--- src/verilog/dtas_pkg.sv ---
/*
 * dtas_pkg: register map, field layout, reset values, channel indices and
 * timing constants for the converter trim and diagnostic-ADC register block.
 * Assumes a single 10 MHz clock domain and a plain strobe register port.
 */
package dtas_pkg;
   localparam int           DTAS_ADDR_W       = 5;
   localparam int           DTAS_DATA_W       = 16;
   localparam logic [4:0]   DTAS_OFS_GAIN     = 5'h04;
   localparam logic [4:0]   DTAS_OFS_OFFSET   = 5'h05;
   localparam logic [4:0]   DTAS_OFS_CLRCODE  = 5'h06;
   localparam logic [4:0]   DTAS_OFS_SRESET   = 5'h07;
   localparam logic [4:0]   DTAS_OFS_ADCCFG   = 5'h08;
   localparam logic [4:0]   DTAS_OFS_BOUNDS   = 5'h09;
   localparam logic [4:0]   DTAS_OFS_TRIG     = 5'h0A;
   localparam logic [4:0]   DTAS_OFS_CONVCTL  = 5'h0C;
   localparam logic [4:0]   DTAS_OFS_STATUS   = 5'h0D;
   localparam logic [15:0]  DTAS_RST_GAIN     = 16'h8000;
   localparam logic [15:0]  DTAS_RST_OFFSET   = 16'h0000;
   localparam logic [15:0]  DTAS_RST_CLRCODE  = 16'h0000;
   localparam logic [15:0]  DTAS_RST_ADCCFG   = 16'h8810;
   localparam logic [7:0]   DTAS_RST_BOUNDS   = 8'h80;
   localparam logic [7:0]   DTAS_RESET_KEY    = 8'hAD;
   // adc_config, trigger and conversion-control fields
   localparam int           DTAS_BIT_BUFPD    = 15;
   localparam int           DTAS_THRESHOLD_HYSTERESIS_LSB     = 8;
   localparam int           DTAS_THRESHOLD_HYSTERESIS_MSB     = 14;
   localparam int           DTAS_FLT_LSB      = 5;
   localparam int           DTAS_FLT_MSB      = 7;
   localparam int           DTAS_BIT_SPAN     = 4;
   localparam int           DTAS_BIT_EOCCH    = 3;
   localparam int           DTAS_RATE_LSB     = 1;
   localparam int           DTAS_RATE_MSB     = 2;
   localparam int           DTAS_BIT_DIRECT   = 0;
   localparam int           DTAS_BIT_ADCTRIG  = 0;
   localparam int           DTAS_BIT_RELOAD   = 1;
   localparam int           DTAS_BIT_FCLEAR   = 0;
   // channel indices
   localparam logic [3:0]   DTAS_CH_EXT0      = 4'h1;
   localparam logic [3:0]   DTAS_CH_EXT1      = 4'h2;
   localparam logic [3:0]   DTAS_CH_LASTNAMED = 4'h8;
   localparam logic [3:0]   DTAS_CH_GROUND    = 4'hF;
   // timing: adc clock and rates
   localparam int           DTAS_CLK_HZ       = 10_000_000;
   localparam int           DTAS_ADC_CLK_HZ   = 76_800;
   localparam int           DTAS_FIXED_RATE_HZ = 2560;
   localparam int           DTAS_ADC_DIV      = DTAS_CLK_HZ / DTAS_ADC_CLK_HZ;
   localparam int           DTAS_TICKS_3840   = DTAS_ADC_CLK_HZ / 3840;
   localparam int           DTAS_TICKS_2560   = DTAS_ADC_CLK_HZ / DTAS_FIXED_RATE_HZ;
   localparam int           DTAS_TICKS_1280   = DTAS_ADC_CLK_HZ / 1280;
   localparam int           DTAS_TICKS_640    = DTAS_ADC_CLK_HZ / 640;
   localparam int           DTAS_TICK_W       = 8;
   localparam int           DTAS_SRST_PULSE   = 1;
   typedef enum logic [1:0] {
      DTAS_IDLE = 2'b00,
      DTAS_CONV = 2'b01,
      DTAS_NEXT = 2'b11
   } dtas_seq_type;
endpackage

--- src/verilog/dtas_regs.sv ---
/*
 * dtas_regs: converter trim registers, clear-state code, keyed soft reset,
 * diagnostic ADC configuration and a channel sequencer with trigger control.
 * Assumes a synchronous strobe register port and an external ADC core that
 * consumes adc_channel/adc_convert and a trim loader that consumes reload.
 */
`timescale 1ns/1ns
module dtas_regs
   import dtas_pkg::*;
#(
   parameter int ADC_DIV = DTAS_ADC_DIV
) (
   input  wire logic                   clk,
   input  wire logic                   rst_n,
   input  wire logic [DTAS_ADDR_W-1:0] reg_addr,
   input  wire logic [15:0]            reg_wdata,
   input  wire logic                   reg_wr,
   input  wire logic                   reg_rd,
   output logic      [15:0]            reg_rdata,
   input  wire logic [15:0]            dac_code_in,
   output logic      [15:0]            dac_code_out,
   output logic                        soft_reset_pulse,
   output logic                        trim_reload,
   output logic                        adc_buffer_powerdown,
   output logic      [6:0]             threshold_hysteresis,
   output logic                        analog_input_span,
   output logic      [3:0]             adc_channel,
   output logic                        adc_convert,
   output logic                        conversion_done,
   input  wire logic                   fault_seen,
   input  wire logic                   fault_sample,
   output logic                        alarm_trip
);
   logic [15:0] gain_q, gain_d, offs_q, offs_d, clrc_q, clrc_d, acfg_q, acfg_d;
   logic [7:0]  bnd_q, bnd_d;
   logic        fclr_q, fclr_d, trig_q, trig_d, rel_q, rel_d, srst_q, srst_d;
   logic [15:0] rdata_q, rdata_d, code_q, code_d;
   logic [3:0]  ch_q, ch_d;
   logic [2:0]  fcnt_q, fcnt_d;
   logic        alarm_q, alarm_d, conv_q, conv_d, done_q, done_d;
   logic [7:0]  pre_q, pre_d, tick_q, tick_d;
   dtas_seq_type st_q, st_d;
   logic        direct, wr_trig, seq_end, adc_tick;
   logic [3:0]  start_idx, stop_idx;
   logic [33:0] scaled;
   logic [17:0] summed;

   function automatic logic is_wr(input logic [4:0] a, input logic [4:0] ofs);
      return reg_wr && (a == ofs);
   endfunction

   function automatic logic [7:0] conv_ticks(input logic [3:0] ch, input logic [1:0] rate);
      if (ch == DTAS_CH_EXT0 || ch == DTAS_CH_EXT1) begin
         case (rate)
            2'h0:    conv_ticks = 8'(DTAS_TICKS_3840);
            2'h1:    conv_ticks = 8'(DTAS_TICKS_2560);
            2'h2:    conv_ticks = 8'(DTAS_TICKS_1280);
            default: conv_ticks = 8'(DTAS_TICKS_640);
         endcase
      end else begin
         conv_ticks = 8'(DTAS_TICKS_2560);
      end
   endfunction

   assign direct    = acfg_q[DTAS_BIT_DIRECT];
   assign start_idx = bnd_q[3:0];
   assign stop_idx  = (bnd_q[7:4] < bnd_q[3:0]) ? bnd_q[3:0] : bnd_q[7:4];
   assign wr_trig   = is_wr(reg_addr, DTAS_OFS_TRIG);
   assign adc_tick  = (pre_q == 8'(ADC_DIV - 1));
   // an aborted sequence never counts as ended, so auto mode keeps its bit
   assign seq_end   = (st_q == DTAS_CONV) && adc_tick && (tick_q == 8'h00)
                      && (ch_q == stop_idx) && trig_q;

   // register file
   always_comb begin
      gain_d = gain_q;
      offs_d = offs_q;
      clrc_d = clrc_q;
      acfg_d = acfg_q;
      bnd_d  = bnd_q;
      fclr_d = fclr_q;
      trig_d = trig_q;
      rel_d  = 1'b0; // one-cycle reload, reads zero after
      srst_d = 1'b0;
      if (is_wr(reg_addr, DTAS_OFS_GAIN))    gain_d = reg_wdata;
      if (is_wr(reg_addr, DTAS_OFS_OFFSET))  offs_d = reg_wdata;
      if (is_wr(reg_addr, DTAS_OFS_CLRCODE)) clrc_d = reg_wdata;
      if (is_wr(reg_addr, DTAS_OFS_ADCCFG))  acfg_d = reg_wdata;
      if (is_wr(reg_addr, DTAS_OFS_BOUNDS))  bnd_d  = reg_wdata[7:0];
      if (is_wr(reg_addr, DTAS_OFS_CONVCTL)) fclr_d = reg_wdata[DTAS_BIT_FCLEAR];
      // only the key triggers the reset
      if (is_wr(reg_addr, DTAS_OFS_SRESET) && reg_wdata[7:0] == DTAS_RESET_KEY)
         srst_d = 1'b1;
      // end of direct sequence clears trigger; a same-cycle write wins
      if (seq_end && direct) trig_d = 1'b0;
      if (wr_trig) begin
         trig_d = reg_wdata[DTAS_BIT_ADCTRIG];
         rel_d  = reg_wdata[DTAS_BIT_RELOAD];
      end
      // keyed reset restores every writable field to its reset value; status is left alone
      if (srst_q) begin
         gain_d = DTAS_RST_GAIN;
         offs_d = DTAS_RST_OFFSET;
         clrc_d = DTAS_RST_CLRCODE;
         acfg_d = DTAS_RST_ADCCFG;
         bnd_d  = DTAS_RST_BOUNDS;
         fclr_d = 1'b0;
         trig_d = 1'b0;
      end
   end

   // read mux; the reload and soft-reset fields always read zero
   always_comb begin
      rdata_d = 16'h0000;
      if (reg_rd) begin
         case (reg_addr)
            DTAS_OFS_GAIN:    rdata_d = gain_q;
            DTAS_OFS_OFFSET:  rdata_d = offs_q;
            DTAS_OFS_CLRCODE: rdata_d = clrc_q;
            DTAS_OFS_ADCCFG:  rdata_d = acfg_q;
            DTAS_OFS_BOUNDS:  rdata_d = {8'h00, bnd_q};
            DTAS_OFS_TRIG:    rdata_d = {15'h0000, trig_q};
            DTAS_OFS_CONVCTL: rdata_d = {15'h0000, fclr_q};
            DTAS_OFS_STATUS:  rdata_d = {10'h000, alarm_q, conv_q, ch_q};
            default:          rdata_d = 16'h0000;
         endcase
      end
   end

   // converter code path: gain, offset, then clear-state override
   always_comb begin
      // code * (0.5 + gain/65536) = code*(32768+gain)/65536
      scaled = 34'(dac_code_in) * 34'({1'b0, gain_q} + 17'h08000);
      summed = 18'(scaled[32:16]) + 18'({{2{offs_q[15]}}, offs_q});
      if (summed[17])
         code_d = 16'h0000;
      else if (summed[16])
         code_d = 16'hFFFF;
      else
         code_d = summed[15:0];
      if (fclr_q) code_d = clrc_q;
   end

   // sequencer
   always_comb begin
      st_d   = st_q;
      ch_d   = ch_q;
      pre_d  = adc_tick ? 8'h00 : pre_q + 8'h01;
      tick_d = tick_q;
      conv_d = 1'b0;
      done_d = 1'b0;
      case (st_q)
         DTAS_IDLE: begin
            if (trig_q) begin
               st_d   = DTAS_CONV;
               ch_d   = start_idx; // index passed straight to the mux
               tick_d = conv_ticks(start_idx, acfg_q[DTAS_RATE_MSB:DTAS_RATE_LSB]) - 8'h01;
               conv_d = 1'b1;
            end
         end
         DTAS_CONV: begin
            if (!trig_q) begin
               st_d = DTAS_IDLE; // abort, no further channels
            end else if (adc_tick) begin
               if (tick_q != 8'h00) begin
                  tick_d = tick_q - 8'h01;
               end else begin
                  st_d = DTAS_NEXT;
                  // pulse per channel or after last only
                  done_d = acfg_q[DTAS_BIT_EOCCH] || (ch_q == stop_idx);
               end
            end
         end
         DTAS_NEXT: begin
            // a clear landing between channels must not start another one
            if (ch_q == stop_idx || !trig_q) begin
               st_d = DTAS_IDLE;
               ch_d = start_idx;
            end else begin
               st_d   = DTAS_CONV;
               ch_d   = ch_q + 4'h1;
               tick_d = conv_ticks(ch_q + 4'h1,
                                   acfg_q[DTAS_RATE_MSB:DTAS_RATE_LSB]) - 8'h01;
               conv_d = 1'b1;
            end
         end
         default: st_d = DTAS_IDLE;
      endcase
   end

   // successive fault counter; a good sample restarts the count
   always_comb begin
      fcnt_d  = fcnt_q;
      alarm_d = alarm_q;
      if (fault_sample) begin
         if (!fault_seen) begin
            fcnt_d  = 3'h0;
            alarm_d = 1'b0;
         end else if (fcnt_q >= acfg_q[DTAS_FLT_MSB:DTAS_FLT_LSB]) begin
            // limit lowered mid-count trips at once instead of wrapping
            alarm_d = 1'b1; // limit+1 faults in a row
         end else begin
            fcnt_d = fcnt_q + 3'h1;
         end
      end
   end

   always_ff @(posedge clk or negedge rst_n) begin
      if (!rst_n) begin
         gain_q  <= DTAS_RST_GAIN;
         offs_q  <= DTAS_RST_OFFSET;
         clrc_q  <= DTAS_RST_CLRCODE;
         acfg_q  <= DTAS_RST_ADCCFG;
         bnd_q   <= DTAS_RST_BOUNDS;
         fclr_q  <= 1'b0;
         trig_q  <= 1'b0;
         rel_q   <= 1'b0;
         srst_q  <= 1'b0;
         rdata_q <= 16'h0000;
         code_q  <= 16'h0000;
         st_q    <= DTAS_IDLE;
         ch_q    <= 4'h0;
         pre_q   <= 8'h00;
         tick_q  <= 8'h00;
         conv_q  <= 1'b0;
         done_q  <= 1'b0;
         fcnt_q  <= 3'h0;
         alarm_q <= 1'b0;
      end else begin
         gain_q  <= gain_d;
         offs_q  <= offs_d;
         clrc_q  <= clrc_d;
         acfg_q  <= acfg_d;
         bnd_q   <= bnd_d;
         fclr_q  <= fclr_d;
         trig_q  <= trig_d;
         rel_q   <= rel_d;
         srst_q  <= srst_d;
         rdata_q <= rdata_d;
         code_q  <= code_d;
         st_q    <= st_d;
         ch_q    <= ch_d;
         pre_q   <= pre_d;
         tick_q  <= tick_d;
         conv_q  <= conv_d;
         done_q  <= done_d;
         fcnt_q  <= fcnt_d;
         alarm_q <= alarm_d;
      end
   end

   assign reg_rdata            = rdata_q;
   assign dac_code_out         = code_q;
   assign soft_reset_pulse     = srst_q;
   assign trim_reload          = rel_q;
   assign adc_buffer_powerdown = acfg_q[DTAS_BIT_BUFPD];
   assign threshold_hysteresis = acfg_q[DTAS_THRESHOLD_HYSTERESIS_MSB:DTAS_THRESHOLD_HYSTERESIS_LSB];
   assign analog_input_span    = acfg_q[DTAS_BIT_SPAN]; // software's choice
   assign adc_channel          = ch_q;
   assign adc_convert          = conv_q;
   assign conversion_done      = done_q;
   assign alarm_trip           = alarm_q;

   a_key_reset: assert property (@(posedge clk) disable iff (!rst_n)
      is_wr(reg_addr, DTAS_OFS_SRESET)
      |=> soft_reset_pulse == (8'($past(reg_wdata)) == DTAS_RESET_KEY))
      else $error("soft reset not tied to key");

   a_reset_restores: assert property (@(posedge clk) disable iff (!rst_n)
      soft_reset_pulse |=> gain_q == DTAS_RST_GAIN && !trig_q)
      else $error("soft reset did not restore registers");

   a_clear_code: assert property (@(posedge clk) disable iff (!rst_n)
      fclr_q |=> dac_code_out == $past(clrc_q))
      else $error("clear code not applied");

   a_unity_gain: assert property (@(posedge clk) disable iff (!rst_n)
      (gain_q == DTAS_RST_GAIN && offs_q == 16'h0000 && !fclr_q)
      |=> dac_code_out == $past(dac_code_in))
      else $error("unity gain not transparent");

   a_stop_forced: assert property (@(posedge clk) disable iff (!rst_n)
      st_q != DTAS_IDLE |-> ch_q >= start_idx && ch_q <= stop_idx)
      else $error("channel outside sequence bounds");

   a_abort_seq: assert property (@(posedge clk) disable iff (!rst_n)
      (st_q == DTAS_CONV && !trig_q) |=> st_q == DTAS_IDLE && !adc_convert)
      else $error("sequence not aborted");

   a_abort_next: assert property (@(posedge clk) disable iff (!rst_n)
      (st_q == DTAS_NEXT && !trig_q) |=> st_q == DTAS_IDLE && !adc_convert)
      else $error("sequence continued after abort");

   a_direct_clear: assert property (@(posedge clk) disable iff (!rst_n)
      (seq_end && direct && !wr_trig && !srst_q) |=> !trig_q)
      else $error("direct trigger not cleared");

   a_auto_hold: assert property (@(posedge clk) disable iff (!rst_n)
      (seq_end && !direct && !wr_trig && !srst_q) |=> trig_q)
      else $error("auto trigger dropped");

   a_trig_write: assert property (@(posedge clk) disable iff (!rst_n)
      (wr_trig && !srst_q) |=> trig_q == $past(reg_wdata[DTAS_BIT_ADCTRIG]))
      else $error("trigger write not taken");

   a_start_first: assert property (@(posedge clk) disable iff (!rst_n)
      (st_q == DTAS_IDLE && trig_q) |=> adc_convert && adc_channel == $past(start_idx))
      else $error("sequence not started at start index");

   a_next_channel: assert property (@(posedge clk) disable iff (!rst_n)
      (st_q == DTAS_NEXT && trig_q && ch_q != stop_idx)
      |=> adc_convert && adc_channel == $past(ch_q) + 4'h1)
      else $error("channel order broken");

   a_fixed_rate: assert property (@(posedge clk) disable iff (!rst_n)
      (adc_convert && adc_channel != DTAS_CH_EXT0 && adc_channel != DTAS_CH_EXT1)
      |-> tick_q == 8'(DTAS_TICKS_2560 - 1))
      else $error("fixed rate not applied");

   a_slow_rate: assert property (@(posedge clk) disable iff (!rst_n)
      (adc_convert && (adc_channel == DTAS_CH_EXT0 || adc_channel == DTAS_CH_EXT1)
      && $past(acfg_q[DTAS_RATE_MSB:DTAS_RATE_LSB]) == 2'h3)
      |-> tick_q == 8'(DTAS_TICKS_640 - 1))
      else $error("slowest rate not applied");

   a_eoc_each: assert property (@(posedge clk) disable iff (!rst_n)
      (st_q == DTAS_CONV && trig_q && adc_tick && tick_q == 8'h00
      && acfg_q[DTAS_BIT_EOCCH]) |=> conversion_done)
      else $error("per-channel done pulse missing");

   a_eoc_last: assert property (@(posedge clk) disable iff (!rst_n)
      (conversion_done && !acfg_q[DTAS_BIT_EOCCH]) |-> ch_q == stop_idx)
      else $error("done pulse before last channel");

   a_fault_trip: assert property (@(posedge clk) disable iff (!rst_n)
      (fault_sample && fault_seen && fcnt_q >= acfg_q[DTAS_FLT_MSB:DTAS_FLT_LSB])
      |=> alarm_trip)
      else $error("alarm not tripped at fault limit");

   a_fault_good: assert property (@(posedge clk) disable iff (!rst_n)
      (fault_sample && !fault_seen) |=> !alarm_trip && fcnt_q == 3'h0)
      else $error("good sample did not restart count");

   a_reload_pulse: assert property (@(posedge clk) disable iff (!rst_n)
      (trim_reload && !wr_trig) |=> !trim_reload)
      else $error("reload not self-clearing");

   a_reload_source: assert property (@(posedge clk) disable iff (!rst_n)
      trim_reload |-> $past(wr_trig && reg_wdata[DTAS_BIT_RELOAD]))
      else $error("reload without trigger write");

   a_trig_readback: assert property (@(posedge clk) disable iff (!rst_n)
      ($past(reg_rd) && $past(reg_addr) == DTAS_OFS_TRIG) |-> reg_rdata[15:1] == 15'h0)
      else $error("reserved trigger bits not zero");

   c_direct_seq: cover property (@(posedge clk) disable iff (!rst_n)
      seq_end && direct);
   c_abort: cover property (@(posedge clk) disable iff (!rst_n)
      st_q == DTAS_CONV && !trig_q);
   c_alarm: cover property (@(posedge clk) disable iff (!rst_n) $rose(alarm_trip));
   c_soft_reset: cover property (@(posedge clk) disable iff (!rst_n) soft_reset_pulse);
   c_each_channel: cover property (@(posedge clk) disable iff (!rst_n)
      conversion_done && acfg_q[DTAS_BIT_EOCCH] && ch_q != stop_idx);
endmodule // dtas_regs

--- config.mk ---
export PLATFORM = sky130hd
export DESIGN_NAME = dtas_regs
export DESIGN_NICKNAME = d
export VERILOG_FILES = /design/src/verilog/dtas_pkg.sv /design/src/verilog/dtas_regs.sv
export SDC_FILE = /design/constraint.sdc
export NUM_CORES = 1
export LEC_CHECK = 0
export ABC_AREA = 1
export BUFFER_PORTS_ARGS = -buffer_cell sky130_fd_sc_hd__buf_2
export CORE_MARGIN = 2
export CORE_UTILIZATION = 25
export DETAILED_ROUTE_END_ITERATION = 8
export GPL_TIMING_DRIVEN = 0
export PLACE_DENSITY = 0.44
export SLEW_MARGIN = 0
export SYNTH_ARGS = -nofsm -noshare
export SYNTH_HDL_FRONTEND = slang
export SYNTH_SLANG_ARGS = --single-unit
--- constraint.sdc ---
create_clock -name clk -period 9.2 [get_ports clk]
set_input_delay 0.92 -clock clk [delete_from_list [all_inputs] [get_ports clk]]
set_output_delay 0.92 -clock clk [all_outputs]
set_load 0.005 [all_outputs]
==> out/metrics.yaml, run 1 <==
synthesis:
  synth_area_mm2: 0.0171
  syn_area_per_cell_um2: 7.65
  synth_cell_types: 59
  synthArstFlopShare: 1.00
  synth_top_family_by_area: "adder cells"
  synthCells: 2229
  synthAdderAreaFrac: 0.342
  synth_seq_cells: 136
  synth-simple-area-share: 0.208
  synth_edf_count: 0
  synth_warnings: 0
  synth_ff_type: "dfrtp_1"
  synthMuxAreaShare: 0.000587
  yosysSeqAreaShare: 0.200
  synth_xor_area_frac: 0.0170
  synth-compound-area-share: 0.0923
setup_path:
  critPathBufInv: 8
  criticalPathCategory: "register to register"
  arrival_ns: 8.78
  worstSetupEndpointType: "register"
  startpoint_type: "register"
  crit_family: "adder cells"
  cp_slowest_cell: "clkbuf_1"
  crit_required_ns: 9.51
  crit_start: "gain_q[9]$_DFFE_PN0P_"
  slowest_delay_ns: 0.64
  cp_max_fo: 10
  reg2reg_from: "gain_q[9]$_DFFE_PN0P_"
  cp_common_cell: "fa_1"
die:
  die_h_um: 265
  start_util: 0.253
  ioPinCount: 93
  core_mm2: 0.0674
  rows: 95
  dieArea_mm2: 0.0703
  dieWidth_um: 265
sta:
  timing.final.ws_setup_ns: 0.732
  fin_crit_sh: 0.920
  rsz0062_at_grt: "false"
  final.min_clock_period_ns: 8.47
  slew_headroom: 0.416
  finalClockSkew_ns: 0.0109
  finalSetupTns_ns: 0
  drv_slew: 0
  setup_violations: 0
  fmax_mhz: 118
  finalHoldViolations: 0
  worst_pin_slew_ns: 0.854
placed_design:
  port_buffers: 76
  dp_hpwl_um: 45600
  place_ws_ns: 0.376
  placed_cells: 3181
  routabilityCongestion: 0.899
route:
  wire_per_inst_um: 17.3
  vias: 14700
  antenna_left: 0
  drt-total-wl_um: 55600
  dr.pass1.iters: 5
  drt_iter0_markers: 911
  drc: 0
  viasPerCell: 4.58
cells_and_area:
  syn2layout_area_growth_pct: 12.5
  fin_cells: 3214
  finalNetCount: 2711
  post_route_cells_drive_above_1_share: 0.0872
min_path:
  hp-class: "input pin to async pin"
grt:
  grt_antenna_before_repair: 2
  use_met3: 0.0190
  grt_pass1_wl_um: 87400
  grt_usage: 0.161
  use_met2: 0.263
  grt_max_degree: 84
  grt.busiest_layer: "met2"
  grt_overflow: 0
  grtUsageMet1: 0.227
  grt_pass1_vias: 15100
clocking:
  clkLatencyLatePin_ns: 0.44
  numCtsBuffers: 17
  cts_tree: "yes"
  post_cts_buffers: 0
  hold_buffers: 0
  ctsLongestPathBuffers: 2
  clock_sinks: 136
  htreeDepth: 4
  cts_resized: 0
  clk_pin_slew_ns: 0.06
  clockRootBuffer: "clkbuf_16"
run:
  maxCapViolCount: 0
status:
  status: "complete, no violations"
==> stage by stage <==
step,util,instance area (um^2),hold WS [ns]
after global placement,0.275,18500,0.481
final,0.285,19200,0.441
after global routing,0.285,19200,0.479
after CTS,0.285,19200,0.470
after floorplan,-,17100,0.446
after detailed placement,0.275,18600,0.487
==> cell usage after synthesis, drive strengths merged (6+ instances only) <==
library cell / n / area, um^2
nand2: 603 / 2340
inv: 517 / 1940
fa: 208 / 4160
ha: 133 / 1660
o21ai: 132 / 691
dfrtp: 131 / 3280
nor2: 97 / 399
nand3: 81 / 465
a21oi: 75 / 413
clkbuf: 71 / 268
buf: 24 / 165
nand4: 21 / 131
o22ai: 19 / 119
nor3: 18 / 111
xor2: 16 / 166
xnor2: 14 / 123
a221oi: 12 / 105
a31oi: 10 / 62.6
nor4: 7 / 58.8
o21a: 6 / 45.0
==> worst register-to-register path, delay by kind of cell (launching register included) <==
kind            cells  cell delay (ns)
flops               1             0.32
compound gates      4             0.47
buf+inv             8             1.74
xor+xnor            1             0.16
simple gates       13             1.61
fa+ha+maj           9             4.06
==> layout make-up <==
| type | instances | area (um^2) |
|---|---|---|
| Antenna cell | 1 | 2.50 |
| Buffer | 95 | 433 |
| Clock buffer | 21 | 470 |
| Clock inverter | 11 | 146 |
| Fill cell | 7376 | 48200 |
| Inverter | 520 | 1950 |
| Multi-Input combinational cell | 1480 | 11300 |
| Sequential cell | 136 | 3410 |
| Tap cell | 873 | 1090 |
| Timing Repair Buffer | 77 | 414 |
==> per-layer routing <==
| metal | part of all wire | wire length, um |
|---|---|---|
| met5 | 0.00029 | 16 |
| met4 | 0.018 | 1030 |
| met3 | 0.050 | 2800 |
| met2 | 0.46 | 25700 |
| met1 | 0.47 | 26000 |
==> layout by cell type (no fill, tap or decap), types with 4 or more instances in the layout <==
master and n:
clkbuf_1 71, conb_1 4, o21ai_1 8, buf_4 11
o21ai_2 5, nor2_1 87, a31oi_1 10, nand4_1 21
xnor2_1 14, clkinv_2 4, nor2_2 8, a221oi_1 12
nand3_1 72, o22ai_1 19, nand3_2 7, inv_2 10
nand2_1 585, nor4_1 6, dfrtp_1 131, nand2_2 12
clkbuf_16 17, nand2_4 6, buf_6 4, a21oi_1 71
o21ai_0 118, nor3_1 15, ha_1 133, dfstp_2 5
buf_2 84, inv_1 507, xor2_1 14, fa_1 208
o21a_1 6
==> flip-flops by register name (all words and copies together), names as in the netlist, 16 cells and up <==
register / cells
acfg_q: 16
clrc_q: 16
dac_code_out: 16
gain_q: 16
offs_q: 16
reg_rdata: 16
==> path summary, 6_finish.rpt <==
check / end / slack (ns) / cells past startpoint
max reg2reg: dac_code_out[8]$_DFF_PN0_ / 0.73 / 35
min reg2reg: pre_q[0]$_DFF_PN0_ / 0.49 / 1
min in group clk: pre_q[0]$_DFF_PN0_ / 0.49 / 1
max: dac_code_out[8]$_DFF_PN0_ / 0.73 / 35
min: pre_q[0]$_DFF_PN0_ / 0.44 / 1
max in group asynchronous: acfg_q[11]$_DFFE_PN1P_ / 7.93 / 2
==> kinds of logic (layout without fill, tap and decap cells) <==
logic type,after synthesis,in the layout
AOI/OAI and AO/OA,271,271
other,2,5
xor gates and xnor gates,30,30
DFF,136,136
muxes,1,1
adders and majority gates,341,341
buffers and inverters,615,724
and+or+nand+nor,833,833
Power of run 1 is left out: the tool's default activity adds up to more than one toggle a clock period on the data nets, which glitch-free logic cannot reach.
==> run 2, diff against run 1 <==
- RECOVER_POWER: default -> 100
==> run 2 against run 1 <==
Against the previous run:
- the run now ends with capacitance limit, slew limit left
- clock skew is 0.0021 ns lower
- non-clock buffer count stayed put
- register-to-register slack worse by 0.10 ns
- final area is 0.87% lower
- first-iteration DRC count is 1.6% higher
- maximum frequency is 1.2% lower
- cell count stayed put
- critical path depth stayed put
- core utilization is 0.25 points lower
- via count is 0.15% lower
- sequential cell count stayed put
- die area stayed put
==> out/metrics.yaml, run 2 (same netlist as run 1, synthesis figures left out) <==
die:
  die_h_um: 265
  dieWidth_um: 265
  dieArea_mm2: 0.0703
  start_util: 0.253
  core_mm2: 0.0674
  rows: 95
  ioPinCount: 93
clocking:
  cts_resized: 0
  numCtsBuffers: 17
  clock_sinks: 136
  clockRootBuffer: "clkbuf_16"
  post_cts_buffers: 0
  htreeDepth: 4
  ctsLongestPathBuffers: 2
  cts_tree: "yes"
  hold_buffers: 0
  clk_pin_slew_ns: 0.06
  clkLatencyLatePin_ns: 0.44
setup_path:
  crit_family: "adder cells"
  critPathBufInv: 8
  cp_max_fo: 10
  crit_start: "gain_q[9]$_DFFE_PN0P_"
  crit_required_ns: 9.54
  reg2reg_from: "gain_q[9]$_DFFE_PN0P_"
  r2r_slack_ns: 0.63
  cp_slowest_cell: "clkbuf_1"
  arrival_ns: 8.90
  regToRegEndpoint: "dac_code_out[10]$_DFF_PN0_"
  criticalPathCategory: "register to register"
  r2r_cells: 35
  startpoint_type: "register"
  slowest_delay_ns: 0.64
  worstSetupEndpointType: "register"
route:
  drt_iter0_markers: 926
  drc: 0
  drt-total-wl_um: 55600
  dr.pass1.iters: 5
  wire_per_inst_um: 17.3
  antenna_left: 0
  viasPerCell: 4.57
  vias: 14700
min_path:
  worstHoldEndpoint: "pre_q[0]$_DFF_PN0_"
  hold_start: "pre_q[0]$_DFF_PN0_"
  hp-class: "register to register"
  holdPathStages: 1
status:
  status: "complete, but fails checks"
  violations: "capacitance limit, slew limit"
grt:
  grt_antenna_before_repair: 2
  grt_pass1_wl_um: 87400
  grt_pass1_vias: 15100
  grt_max_degree: 84
  grt_usage: 0.161
  grt_overflow: 0
sta:
  fin_crit_sh: 0.931
  final.min_clock_period_ns: 8.57
  finalClockSkew_ns: 0.00879
  finalHoldViolations: 0
  worst_pin_slew_ns: 4.56
  fmax_mhz: 117
  rsz0062_at_grt: "false"
  drv_slew: 139
  finalSetupTns_ns: 0
  setup_violations: 0
  slew_headroom: -2.04
placed_design:
  routabilityCongestion: 0.899
  dp_hpwl_um: 45600
  port_buffers: 76
cells_and_area:
  nFillCells: 7403
  final_common_cell: "nand2_1"
  final_cell_mix: "589 x nand2_1, 511 x inv_1, 208 x fa_1"
  post_route_cells_drive_above_1_share: 0.0658
  finalNetCount: 2711
  syn2layout_area_growth_pct: 11.5
run:
  maxCapViolCount: 2
## run 2: changes by cell type in the layout (fill, tap and decap cells not counted), moves of 5 or more
cell / change
clkbuf_4: +6
buf_2: -25
clkbuf_1: +27
o21ai_0: +5
buf_4: -6
## run 2: worst register-to-register path, delay by kind of cell, from the launching register on
kind	cells	cell delay, ns
AOI/OAI and AO/OA	4	0.55
xor gates and xnor gates	1	0.16
adders and majority gates	9	4.06
buffers and inverters	8	1.74
DFF	1	0.32
and+or+nand+nor	13	1.68
## run 2: final cells by class
class / instances / area [um^2] / share of cell area
Multi-Input combinational cell: 1480 / 11200 / 0.587
Clock buffer: 21 / 470 / 0.0247
Inverter: 520 / 1950 / 0.103
Clock inverter: 11 / 146 / 0.00770
Buffer: 95 / 427 / 0.0224
Antenna cell: 1 / 2.50 / 0.000132
Timing Repair Buffer: 77 / 357 / 0.0188
Sequential cell: 136 / 3410 / 0.179
Tap cell: 873 / 1090 / 0.0574
## run 2: how the worst max path moves through the flow
| stage | endpoint | slack (ns) | depth (start not counted) |
|---|---|---|---|
| floorplan | dac_code_out[14]$_DFF_PN0_ | 1.77 | 35 |
| detailed placement | dac_code_out[8]$_DFF_PN0_ | 0.38 | 34 |
| CTS | dac_code_out[8]$_DFF_PN0_ | 0.71 | 35 |
| global placement | dac_code_out[8]$_DFF_PN0_ | 0.43 | 34 |
| finish | dac_code_out[10]$_DFF_PN0_ | 0.63 | 35 |
| global route | dac_code_out[8]$_DFF_PN0_ | 0.12 | 35 |
## run 2: per-stage QoR
step                      instances   util  setup WS (ns)  hold WS, ns  cell area [um^2]
after floorplan                2231      -           1.77        0.446             17100
after global placement         3180  0.275          0.429        0.481             18500
after detailed placement       3181  0.275          0.376        0.487             18600
after CTS                      3213  0.285          0.707        0.470             19200
after global routing           3213  0.282          0.118        0.531             19000
final                          3214  0.282          0.631        0.486             19000
## run 2: routing by layer
layer	track usage	up-vias	share of wire
met3	0.0190	53	0.050
met2	0.263	424	0.46
met4	0.0391	4	0.019
met5	0	-	0.00032
met1	0.227	7257	0.47
li1	-	6958	-
Power of run 2 is left out for the same reason.
